==> config.mk <==
export PLATFORM = sky130hd
export DESIGN_NAME = pdc_regs
export DESIGN_NICKNAME = d
export VERILOG_FILES = /design/src/design/pdc_pkg.sv /design/src/design/pdc_regs.sv
export SDC_FILE = /design/constraint.sdc
export NUM_CORES = 1
export LEC_CHECK = 0
export BUFFER_PORTS_ARGS = -buffer_cell sky130_fd_sc_hd__buf_2
export CAP_MARGIN = 40
export CORE_ASPECT_RATIO = 2
export CORE_MARGIN = 2
export CORE_UTILIZATION = 41
export CTS_BUF_LIST = sky130_fd_sc_hd__clkbuf_2 sky130_fd_sc_hd__clkbuf_4 sky130_fd_sc_hd__clkbuf_8
export CTS_CLUSTER_DIAMETER = 200
export DETAILED_ROUTE_END_ITERATION = 12
export PLACE_DENSITY = 0.76
export SYNTH_ARGS = -nofsm -noshare
export SYNTH_HDL_FRONTEND = slang
export SYNTH_SLANG_ARGS = --single-unit
==> constraint.sdc <==
create_clock -name ref_clk_i -period 2.2 [get_ports ref_clk_i]
set_input_delay 0.11 -clock ref_clk_i [delete_from_list [all_inputs] [get_ports ref_clk_i]]
set_output_delay 0.11 -clock ref_clk_i [all_outputs]
set_load 0.01 [all_outputs]
==> src/design/pdc_pkg.sv <==
// Package for the device capability and device control register block.
package pdc_pkg;

    // ------------------------------------------------------------------
    // Register offsets (configuration byte addresses)
    // ------------------------------------------------------------------
    localparam logic [7:0] PDC_DEV_CAP_OFS  = 8'h74;
    localparam logic [7:0] PDC_DEV_CTRL_OFS = 8'h78;
    localparam logic [7:0] PDC_GEN_CTRL_OFS = 8'hD4;

    // ------------------------------------------------------------------
    // Device capability field positions and constants
    // ------------------------------------------------------------------
    localparam int         PDC_CAP_ABP_BIT   = 12;
    localparam int         PDC_CAP_L1_LSB    = 9;
    localparam int         PDC_CAP_L0S_LSB   = 6;
    localparam int         PDC_CAP_EXTENDED_TAG_SUPPORTED_BIT  = 5;
    localparam int         PDC_CAP_PFS_LSB   = 3;
    localparam int         PDC_CAP_MAX_PAYLOAD_SUPPORTED_LSB  = 0;
    localparam logic [1:0] PDC_PFS_VAL       = 2'h0;
    localparam logic [2:0] PDC_MAX_PAYLOAD_SUPPORTED_VAL      = 3'h2;
    localparam logic [2:0] PDC_L1_RST        = 3'h6;
    localparam logic [2:0] PDC_L0S_RST       = 3'h6;

    // ------------------------------------------------------------------
    // General control latency field positions
    // ------------------------------------------------------------------
    localparam int         PDC_GEN_L1_LSB    = 13;
    localparam int         PDC_GEN_L0S_LSB   = 16;

    // ------------------------------------------------------------------
    // Device control field positions and reset values
    // ------------------------------------------------------------------
    localparam int          PDC_CTL_RETRY_BIT = 15;
    localparam int          PDC_CTL_MAX_READ_REQUEST_SIZE_LSB  = 12;
    localparam int          PDC_CTL_NS_BIT    = 11;
    localparam int          PDC_CTL_AUX_BIT   = 10;
    localparam int          PDC_CTL_PFE_BIT   = 9;
    localparam int          PDC_CTL_ETE_BIT   = 8;
    localparam int          PDC_CTL_MPS_LSB   = 5;
    localparam int          PDC_CTL_RO_BIT    = 4;
    localparam int          PDC_CTL_UR_BIT    = 3;
    localparam int          PDC_CTL_FE_BIT    = 2;
    localparam int          PDC_CTL_NFE_BIT   = 1;
    localparam int          PDC_CTL_CE_BIT    = 0;
    localparam logic [2:0]  PDC_MAX_READ_REQUEST_SIZE_RST      = 3'h2;
    localparam logic [2:0]  PDC_MPS_RST       = 3'h0;
    localparam logic [2:0]  PDC_SIZE_MAX_CODE = 3'h5;
    localparam logic [15:0] PDC_CTRL_RST      = 16'h2000;

    // ------------------------------------------------------------------
    // Grouped signals
    // ------------------------------------------------------------------
    typedef struct packed {
        logic        wr;
        logic        rd;
        logic [7:0]  addr;
        logic [3:0]  be;
        logic [31:0] wdata;
    } pdc_cfg_req_t;

    typedef struct packed {
        logic unsupported_req;
        logic fatal;
        logic nonfatal;
        logic correctable;
    } pdc_err_ev_t;

    typedef struct packed {
        logic err_nonfatal;
        logic err_fatal;
        logic err_cor;
    } pdc_err_msg_t;

endpackage

==> src/design/pdc_regs.sv <==
// Device capability and device control registers with error message gating.
`timescale 1ns/1ps

// Notes on behaviour
// RULE_01: Capability bit 12 reads zero; there is no attention button.
// RULE_02: Capability bits 11:9 mirror general control bits 15:13, reset 110b.
// RULE_03: L1 acceptable latency never holds less than the physical layer L1 exit latency.
// RULE_04: Capability bits 8:6 mirror general control bits 18:16, reset 110b.
// RULE_05: L0s acceptable latency never holds less than the physical layer L0s exit latency.
// RULE_06: Capability bit 5 reads zero; extended tags are not supported.
// RULE_07: Capability bits 4:3 read 00b; no phantom functions.
// RULE_08: Capability bits 2:0 read 010b, a 512 byte payload limit.
// RULE_09: With bit 15 set, a timed out forwarded config request returns retry status.
// RULE_10: With bit 15 clear, retry status completions are never produced.
// RULE_11: Bits 14:12 hold read request size, 128B doubling to 4096B, reset 010.
// RULE_12: Read fetches are limited to the programmed read request size.
// RULE_13: Control bit 11 reads zero; no-snoop is never set on initiated traffic.
// RULE_14: Control bit 10 is writable, resets zero and steers nothing.
// RULE_15: Control bit 9 reads zero; phantom functions unsupported.
// RULE_16: Control bit 8 reads zero; extended tags unsupported.
// RULE_17: Bits 7:5 cap posted write and completion payload, reset 000 (128B).
// RULE_18: Control bit 4 reads zero; relaxed ordering unsupported.
// RULE_19: Bit 3 set sends a nonfatal message on an unsupported request.
// RULE_20: Bit 2 set sends a fatal message on a fatal error event.
// RULE_21: Bit 1 set sends a nonfatal message on a nonfatal error event.
// RULE_22: Bit 0 set sends a correctable message on a correctable error event.
// RULE_23: Writes to read-only or hardwired bits are ignored.
module pdc_regs #(
    parameter int SIZE_W = 13
) (
    // Clock and reset
    input  wire logic                  ref_clk_i,
    input  wire logic                  rst_n_i,
    // Configuration access
    input  wire pdc_pkg::pdc_cfg_req_t cfg_req_i,
    output logic [31:0]                cfg_rdata_o,
    output logic                       cfg_rvalid_o,
    // Physical layer exit latencies
    input  wire logic [2:0]            phy_l1_exit_lat_i,
    input  wire logic [2:0]            phy_l0s_exit_lat_i,
    // Forwarded configuration request tracking
    input  wire logic                  cfg_fwd_timeout_i,
    output logic                       cfg_retry_cpl_o,
    // Error events and messages
    input  wire pdc_pkg::pdc_err_ev_t  err_ev_i,
    output pdc_pkg::pdc_err_msg_t      err_msg_o,
    // Transaction sizing and attributes
    output logic [SIZE_W-1:0]          max_read_bytes_o,
    output logic [SIZE_W-1:0]          max_payload_bytes_o,
    output logic                       no_snoop_o
);
    import pdc_pkg::*;

    // ------------------------------------------------------------------
    // Helpers
    // ------------------------------------------------------------------
    // Reserved size codes clamp to the largest legal size so a fetch never
    // exceeds 4096 bytes.
    function automatic logic [SIZE_W-1:0] size_bytes(input logic [2:0] code);
        logic [2:0] c;
        c = (code > PDC_SIZE_MAX_CODE) ? PDC_SIZE_MAX_CODE : code;
        return SIZE_W'(13'd128 << c);
    endfunction

    function automatic logic [2:0] lat_floor(input logic [2:0] req, input logic [2:0] phy);
        return (req < phy) ? phy : req;
    endfunction

    // ------------------------------------------------------------------
    // Decode
    // ------------------------------------------------------------------
    wire logic hit_ctrl = cfg_req_i.wr && (cfg_req_i.addr == PDC_DEV_CTRL_OFS);
    wire logic hit_gen  = cfg_req_i.wr && (cfg_req_i.addr == PDC_GEN_CTRL_OFS);
    wire logic [15:0] wd = cfg_req_i.wdata[15:0];
    wire logic [18:0] gd = cfg_req_i.wdata[18:0];

    // ------------------------------------------------------------------
    // Storage
    // ------------------------------------------------------------------
    logic       retry_en_ff;
    logic [2:0] max_read_request_size_ff;
    logic       aux_pm_ff;
    logic [2:0] mps_ff;
    logic       ur_en_ff;
    logic       fe_en_ff;
    logic       nfe_en_ff;
    logic       ce_en_ff;
    logic [2:0] l1_lat_ff;
    logic [2:0] l0s_lat_ff;

    // Byte lane 1 carries bits 15:8, lane 0 bits 7:0; hardwired bits have
    // no storage so writes to them vanish.
    wire logic nxt_retry_en = (hit_ctrl && cfg_req_i.be[1]) ? wd[PDC_CTL_RETRY_BIT] : retry_en_ff; // RULE_09
    wire logic [2:0] nxt_max_read_request_size = (hit_ctrl && cfg_req_i.be[1]) ? wd[PDC_CTL_MAX_READ_REQUEST_SIZE_LSB+:3] : max_read_request_size_ff; // RULE_11
    wire logic nxt_aux_pm = (hit_ctrl && cfg_req_i.be[1]) ? wd[PDC_CTL_AUX_BIT] : aux_pm_ff; // RULE_14
    wire logic [2:0] nxt_mps = (hit_ctrl && cfg_req_i.be[0]) ? wd[PDC_CTL_MPS_LSB+:3] : mps_ff; // RULE_17
    wire logic nxt_ur_en  = (hit_ctrl && cfg_req_i.be[0]) ? wd[PDC_CTL_UR_BIT] : ur_en_ff;   // RULE_19
    wire logic nxt_fe_en  = (hit_ctrl && cfg_req_i.be[0]) ? wd[PDC_CTL_FE_BIT] : fe_en_ff;   // RULE_20
    wire logic nxt_nfe_en = (hit_ctrl && cfg_req_i.be[0]) ? wd[PDC_CTL_NFE_BIT] : nfe_en_ff; // RULE_21
    wire logic nxt_ce_en  = (hit_ctrl && cfg_req_i.be[0]) ? wd[PDC_CTL_CE_BIT] : ce_en_ff;   // RULE_22
    wire logic [2:0] l1_wr   = cfg_req_i.be[1] ? gd[PDC_GEN_L1_LSB+:3] : l1_lat_ff;
    wire logic [2:0] l0s_wr  = cfg_req_i.be[2] ? gd[PDC_GEN_L0S_LSB+:3] : l0s_lat_ff;
    // The floor is applied every cycle so a later rise in PHY latency is
    // also honoured, not only at write time.
    wire logic [2:0] nxt_l1  = lat_floor(hit_gen ? l1_wr : l1_lat_ff, phy_l1_exit_lat_i); // RULE_02 RULE_03
    wire logic [2:0] nxt_l0s = lat_floor(hit_gen ? l0s_wr : l0s_lat_ff, phy_l0s_exit_lat_i); // RULE_04 RULE_05

    // ------------------------------------------------------------------
    // Control register fields
    // ------------------------------------------------------------------
    always_ff @(posedge ref_clk_i) begin
        if (!rst_n_i) begin
            retry_en_ff <= PDC_CTRL_RST[PDC_CTL_RETRY_BIT];
        end else begin
            retry_en_ff <= nxt_retry_en;
        end
    end

    always_ff @(posedge ref_clk_i) begin
        if (!rst_n_i) begin
            max_read_request_size_ff <= PDC_MAX_READ_REQUEST_SIZE_RST;
        end else begin
            max_read_request_size_ff <= nxt_max_read_request_size;
        end
    end

    always_ff @(posedge ref_clk_i) begin
        if (!rst_n_i) begin
            aux_pm_ff <= PDC_CTRL_RST[PDC_CTL_AUX_BIT];
        end else begin
            aux_pm_ff <= nxt_aux_pm;
        end
    end

    always_ff @(posedge ref_clk_i) begin
        if (!rst_n_i) begin
            mps_ff <= PDC_MPS_RST;
        end else begin
            mps_ff <= nxt_mps;
        end
    end

    always_ff @(posedge ref_clk_i) begin
        if (!rst_n_i) begin
            ur_en_ff <= PDC_CTRL_RST[PDC_CTL_UR_BIT];
        end else begin
            ur_en_ff <= nxt_ur_en;
        end
    end

    always_ff @(posedge ref_clk_i) begin
        if (!rst_n_i) begin
            fe_en_ff <= PDC_CTRL_RST[PDC_CTL_FE_BIT];
        end else begin
            fe_en_ff <= nxt_fe_en;
        end
    end

    always_ff @(posedge ref_clk_i) begin
        if (!rst_n_i) begin
            nfe_en_ff <= PDC_CTRL_RST[PDC_CTL_NFE_BIT];
        end else begin
            nfe_en_ff <= nxt_nfe_en;
        end
    end

    always_ff @(posedge ref_clk_i) begin
        if (!rst_n_i) begin
            ce_en_ff <= PDC_CTRL_RST[PDC_CTL_CE_BIT];
        end else begin
            ce_en_ff <= nxt_ce_en;
        end
    end

    // ------------------------------------------------------------------
    // Latency fields
    // ------------------------------------------------------------------
    // The reset value can sit below a slow PHY for one cycle; the floor
    // lifts it on the first edge after reset.
    always_ff @(posedge ref_clk_i) begin
        if (!rst_n_i) begin
            l1_lat_ff <= PDC_L1_RST;
        end else begin
            l1_lat_ff <= nxt_l1;
        end
    end

    always_ff @(posedge ref_clk_i) begin
        if (!rst_n_i) begin
            l0s_lat_ff <= PDC_L0S_RST;
        end else begin
            l0s_lat_ff <= nxt_l0s;
        end
    end

    // ------------------------------------------------------------------
    // Read assembly
    // ------------------------------------------------------------------
    wire logic [31:0] cap_word = {16'h0000, 1'b0, 1'b0, 1'b0,
                                  1'b0,                        // RULE_01
                                  l1_lat_ff, l0s_lat_ff,       // RULE_02 RULE_04
                                  1'b0,                        // RULE_06
                                  PDC_PFS_VAL,                 // RULE_07
                                  PDC_MAX_PAYLOAD_SUPPORTED_VAL};               // RULE_08
    wire logic [15:0] ctrl_word = {retry_en_ff, max_read_request_size_ff,     // RULE_23
                                   1'b0,                       // RULE_13
                                   aux_pm_ff,
                                   1'b0, 1'b0,                 // RULE_15 RULE_16
                                   mps_ff,
                                   1'b0,                       // RULE_18
                                   ur_en_ff, fe_en_ff, nfe_en_ff, ce_en_ff};
    wire logic [31:0] gen_word = {13'h0000,
                                  l0s_lat_ff,                  // RULE_04
                                  l1_lat_ff,                   // RULE_02
                                  13'h0000};
    wire logic [31:0] nxt_rdata = (cfg_req_i.addr == PDC_DEV_CAP_OFS)  ? cap_word
                                : (cfg_req_i.addr == PDC_DEV_CTRL_OFS) ? {16'h0000, ctrl_word}
                                : (cfg_req_i.addr == PDC_GEN_CTRL_OFS) ? gen_word
                                : 32'h0000_0000;

    // ------------------------------------------------------------------
    // Registered outputs
    // ------------------------------------------------------------------
    pdc_err_msg_t nxt_msg;
    assign nxt_msg.err_nonfatal = (err_ev_i.unsupported_req && ur_en_ff)    // RULE_19
                                || (err_ev_i.nonfatal && nfe_en_ff);         // RULE_21
    assign nxt_msg.err_fatal    = err_ev_i.fatal && fe_en_ff;                // RULE_20
    assign nxt_msg.err_cor      = err_ev_i.correctable && ce_en_ff;          // RULE_22

    always_ff @(posedge ref_clk_i) begin
        if (!rst_n_i) begin
            cfg_rdata_o <= 32'h0000_0000;
        end else begin
            cfg_rdata_o <= cfg_req_i.rd ? nxt_rdata : 32'h0000_0000;
        end
    end

    always_ff @(posedge ref_clk_i) begin
        if (!rst_n_i) begin
            cfg_rvalid_o <= 1'b0;
        end else begin
            cfg_rvalid_o <= cfg_req_i.rd;
        end
    end

    always_ff @(posedge ref_clk_i) begin
        if (!rst_n_i) begin
            cfg_retry_cpl_o <= 1'b0;
        end else begin
            cfg_retry_cpl_o <= cfg_fwd_timeout_i && retry_en_ff; // RULE_09 RULE_10
        end
    end

    always_ff @(posedge ref_clk_i) begin
        if (!rst_n_i) begin
            err_msg_o <= '0;
        end else begin
            err_msg_o <= nxt_msg;
        end
    end

    always_ff @(posedge ref_clk_i) begin
        if (!rst_n_i) begin
            max_read_bytes_o <= SIZE_W'(13'd512);
        end else begin
            max_read_bytes_o <= size_bytes(max_read_request_size_ff); // RULE_12
        end
    end

    always_ff @(posedge ref_clk_i) begin
        if (!rst_n_i) begin
            max_payload_bytes_o <= SIZE_W'(13'd128);
        end else begin
            max_payload_bytes_o <= size_bytes(mps_ff); // RULE_17
        end
    end

    always_ff @(posedge ref_clk_i) begin
        if (!rst_n_i) begin
            no_snoop_o <= 1'b0;
        end else begin
            no_snoop_o <= 1'b0; // RULE_13
        end
    end
endmodule // pdc_regs

Yosys cells after proc, flatten, opt, wreduce, memory -nomap -nowiden
Cells that the tools add are included.
{ "word_totals": {"word_cells": 58, "input_bits": 59, "reg_bits": 81, "out_inout_bits": 64} }
{ "classes": {"mux": 11, "n_eq_ne": 3, "shifts": 2, "n_reduce_logical": 14, "bitwise": 3, "order_cmp": 4} }
{ "ops": {"columns": ["operator", "count"], "rows": [
  ["$mux W16", 2],
  ["$shl A8 B3 Y13 const A", 2],
  ["$mux W3", 8],
  ["$eq A8 B7 Y1 const B", 2],
  ["$mux W12", 1],
  ["$logic_and A1 B1 Y1", 9],
  ["$eq A8 B8 Y1 const B", 1],
  ["$gt A3 B3 Y1 const B", 2],
  ["$lt A3 B3 Y1", 2],
  ["$reduce_or A5 Y1", 1],
  ["$reduce_or A4 Y1", 1],
  ["$not A1 Y1", 3],
  ["$reduce_or A3 Y1", 1],
  ["$reduce_and A2 Y1", 1],
  ["$logic_or A1 B1 Y1", 1]
]} }

Depth between registers and ports, before layout
{ "logic_depth": {"ltp_word": 5, "mapped_depth": 9, "depth_no_buf": 7} }

Least setup slack after synthesis
OpenSTA, ideal clock, no wires.
{ "synth_timing": {"kind": "input to register", "start": "input cfg_req_i[36] in the netlist's numbering", "end": "register l1_lat_ff[0]", "setup_time_ns": 0.130, "arrival_time_ns": 1.956, "slack_ns": 0.115, "t_required_ns": 2.070, "path_stages": 9, "path_buffers": 2, "cell_sequence": "nand4bb_1 buf_6 or3_4 buf_6 mux2_2 ha_1 or2_2 o21ai_0 a311oi_1"} }
{ "synth_between": {"elab_chain_len": 5} }
{ "synth_rtl": {"columns": ["item", "line_no", "source"], "rows": [
  ["from (decl)", "pdc_regs.sv:35", "input wire pdc_pkg::pdc_cfg_req_t cfg_req_i,"],
  ["$eq A8 B8 Y1 (*)", "pdc_regs.sv:73", "wire logic hit_gen = cfg_req_i.wr && (cfg_req_i.addr == PDC_GEN_CTRL_OFS);"],
  ["$logic_and A1 B1 Y1 (*)", "pdc_regs.sv:73", null],
  ["$mux W3 (*)", "pdc_regs.sv:105", "wire logic [2:0] nxt_l1 = lat_floor(hit_gen ? l1_wr : l1_lat_ff, phy_l1_exit_lat_i);"],
  ["$lt A3 B3 Y1", "pdc_regs.sv:66", "return (req < phy) ? phy : req;"],
  ["$mux W3 (*)", "pdc_regs.sv:66", null],
  ["to (signal assigned)", "pdc_regs.sv:184", "l1_lat_ff <= nxt_l1;"],
  ["to (decl)", "pdc_regs.sv:88", "logic [2:0] l1_lat_ff;"]
]} }
Every way passes the cells marked *; elsewhere a longest branch is shown, timed or not.
A chain may end at the register's enable or synchronous reset.

Worst setup path after layout
{ "layout_timing": {"start": "input cfg_req_i[39] in the netlist's numbering", "end": "register l1_lat_ff[0]"} }
The elaborated chain is that of the path after synthesis.

==> flow_summary.json <==
{
  "status": "finished clean",
  "ys_ff_latch": 53,
  "layout_common_cells": "75 x buf_2, 53 x dfxtp_1, 29 x conb_1",
  "dieWidth_um": 56.53,
  "nFillCells": 512,
  "pwr-share-seq_pct": 54.6,
  "startpoint_type": "primary input",
  "cts_made_buffers": 5,
  "cts_root_buf": "clkbuf_8",
  "fmax_mhz": 541.8,
  "synth_edf_count": 0,
  "crit_chain": "buf_2, nand4bb_1, or3_4, mux2_2, ha_1, nor4_1, mux2_4, a311oi_1",
  "ioPinCount": 123,
  "multi_input_area_um2": 1027,
  "vias_per_cell": 4.747,
  "dieArea_um2": 6164,
  "timing.final.crit_share_pct": 83.90,
  "rsz0062_at_grt": "no",
  "synth-xor-area-share_pct": 0,
  "setup.worst_path.end_class": "flop",
  "die_y_um": 109.0,
  "finalHoldViolations": 0,
  "synthMuxAreaShare_pct": 9.237,
  "areaGrowthSynthToFinish_pct": 21.18,
  "r2r_cells": 5,
  "clkTransAtPathRegs_ns": 0.09,
  "postRouteAntennaNets": 0,
  "dpl.cell_count": 355,
  "crit_slowest_cell": "or3_4",
  "initial_core_util_pct": 42.11,
  "crit_fanout": 6,
  "critPathRequiredTime_ns": 2.39,
  "async_flop_share_pct": 0,
  "netlist_area_um2": 2262,
  "nNetsFinal": 365,
  "cts_sinks": 53,
  "grt_pass1_vias": 1550,
  "r2r_setup_slack_ns": 0.68,
  "final.setup.worst_slack_ns": 0.3543,
  "antenna_found_initial": 0,
  "hp-class": "primary input to flop",
  "dpl_cell_area_um2": 2621,
  "clkPwrFrac_pct": 38.3,
  "synthSimpleGateAreaFrac_pct": 22.01,
  "grt_max_degree": 32,
  "syn_inst": 219,
  "rows": 38,
  "postCtsSetupBuffers": 0,
  "yosysSeqAreaShare_pct": 46.90,
  "insertion_delay_ns": 0.30,
  "swShare_pct": 21.16,
  "ys_types": 44,
  "finalSetupViolations": 0,
  "r2r_start": "l0s_lat_ff[2]",
  "fin_cells": 363,
  "fin_skew_ns": 0.005530,
  "seq_area_um2": 1061,
  "grt_pass1_wl_mm": 6.879,
  "ir_drop_v": 0.0005640,
  "yosysWarnings": 0,
  "clk_path_buf_depth": 2,
  "p_int_mw": 1.401,
  "port_buffers": 75,
  "p_switching_mw": 0.3761,
  "power.density_nw_per_um2": 648.4,
  "arrival_ns": 2.03,
  "drv_slew": 0,
  "track_usage_pct": 14.51,
  "final_area_um2": 2741,
  "diodes": 0,
  "synth_adder_area_share_pct": 2.212,
  "syn_area_per_cell_um2": 10.33,
  "vias": 1723,
  "fin_util_pct": 51.02,
  "synth_ff_type": "dfxtp_1",
  "drtIter0Drc": 38,
  "rr_endpoint": "l0s_lat_ff[0]",
  "cp-startpoint": "cfg_req_i[39]",
  "synth_compound_area_share_pct": 7.135,
  "comb_power_share_pct": 7.1,
  "worstSetupPathType": "primary input to flop",
  "coreArea_um2": 5373,
  "power_leakage_nw": 1.323,
  "fin_crit_ns": 1.846,
  "wl_per_cell_um": 12.25,
  "post-place-ws_ns": -0.006206,
  "setup.worst_path.end": "l1_lat_ff[0]",
  "synth_top_family_by_area": "simple AND/OR/NAND/NOR gates",
  "dp_hpwl_mm": 3.482,
  "grt.overflow.total": 0,
  "layout-drive-gt1-share_pct": 34.32,
  "cap_violations": 0,
  "whs_ns": 0.05380,
  "place_congestion": 0.8002,
  "finalPower_mw": 1.777,
  "setup-tns-final_ns": 0,
  "htree_levels": 2,
  "cts-resized-gates": 0,
  "first_pass_iters": 4,
  "mostFrequentLayoutCell": "buf_2",
  "drt-total-wl_mm": 4.446,
  "crit_path_max_incr_delay_ns": 0.44,
  "hold_buffers": 0,
  "route.detailed.drc": 0,
  "cts_tree": "done"
}
## Yosys cell counts (2+ instances only)
master | instances | area share, %
nor2_1 | 12 | 2.0
o211ai_1 | 2 | 0.66
clkbuf_1 | 3 | 0.50
a311oi_1 | 2 | 0.77
dfxtp_1 | 53 | 47
nor2b_1 | 13 | 3.6
nand4bb_1 | 2 | 1.0
a22o_1 | 6 | 2.3
ha_1 | 4 | 2.2
nor4bb_1 | 2 | 0.88
o221ai_1 | 2 | 0.77
and2_1 | 12 | 3.3
mux2_2 | 3 | 1.5
buf_4 | 29 | 9.6
o21ai_0 | 2 | 0.44
and3_1 | 4 | 1.1
nand2b_1 | 3 | 0.83
or2_2 | 2 | 0.55
buf_6 | 2 | 1.0
mux2i_1 | 16 | 7.1
inv_1 | 6 | 1.0
nor4_1 | 4 | 1.1
nand2_1 | 14 | 2.3
## power groups by stage
stage / Clock, mW / Sequential (mW) / Combinational (mW)
6_report: 0.680 / 0.971 / 0.126
5_1_grt: 0.732 / 0.973 / 0.141
4_1_cts: 0.690 / 0.971 / 0.126
3_5_place_dp: 0 / 0.994 / 0.126
3_3_place_gp: 0 / 0.993 / 0.123
2_1_floorplan: 0 / 0.993 / 0.109
## cells by family (layout without fill, tap and decap cells)
family	Yosys count	after routing
and+or+nand+nor	80	80
DFF	53	53
buffers and inverters	41	97
AOI/OAI and AO/OA	20	20
muxes	20	20
adders and majority gates	4	4
other	1	29
## critical path: cells and delay by family
kind            cells  cell delay [ns]
fa+ha+maj           1             0.24
buf+inv             1             0.12
compound gates      1             0.04
mux                 2             0.48
simple gates        3             1.03
## registers in the layout, summed over array words and instances, names as in the netlist
register                  flops
ce_en_ff                      1
mps_ff                        3
cfg_rvalid_o                  1
max_payload_bytes_o           6
fe_en_ff                      1
err_msg_o                     3
max_read_request_size_ff      3
l1_lat_ff                     3
cfg_retry_cpl_o               1
retry_en_ff                   1
l0s_lat_ff                    3
ur_en_ff                      1
cfg_rdata_o                  18
max_read_bytes_o              6
aux_pm_ff                     1
nfe_en_ff                     1
## worst min-delay path by stage
stage | startpoint | slack, ns | to | cells after the start
final | cfg_fwd_timeout_i | 0.05 | cfg_retry_cpl_o | 2
after global routing | err_ev_i[0] | 0.04 | err_msg_o[0] | 2
after CTS | err_ev_i[2] | 0.04 | err_msg_o[1] | 2
after detailed placement | err_ev_i[2] | 0.36 | err_msg_o[1] | 2
after global placement | cfg_fwd_timeout_i | 0.36 | cfg_retry_cpl_o | 2
after floorplan | cfg_req_i[13] | 0.24 | max_read_request_size_ff[1] | 2
## final cells by class
type / count / share of cell area [%]
Clock buffer: 7 / 3.286
Multi-Input combinational cell: 153 / 37.47
Clock inverter: 1 / 1.095
Sequential cell: 53 / 38.70
Tap cell: 60 / 2.738
Inverter: 6 / 0.8215
Timing Repair Buffer: 83 / 15.88
## layer usage
layer / share of wire, % / vias to the layer above / track usage, % / wire length [µm]
li1: - / 854 / - / -
met1: 37 / 785 / 13.89 / 1665
met2: 54 / 73 / 28.16 / 2381
met3: 5.7 / 11 / 1.898 / 253
met4: 3.3 / 0 / 8.844 / 146
met5: 0 / - / 0 / 0
(Power assumes the default switching activity.)
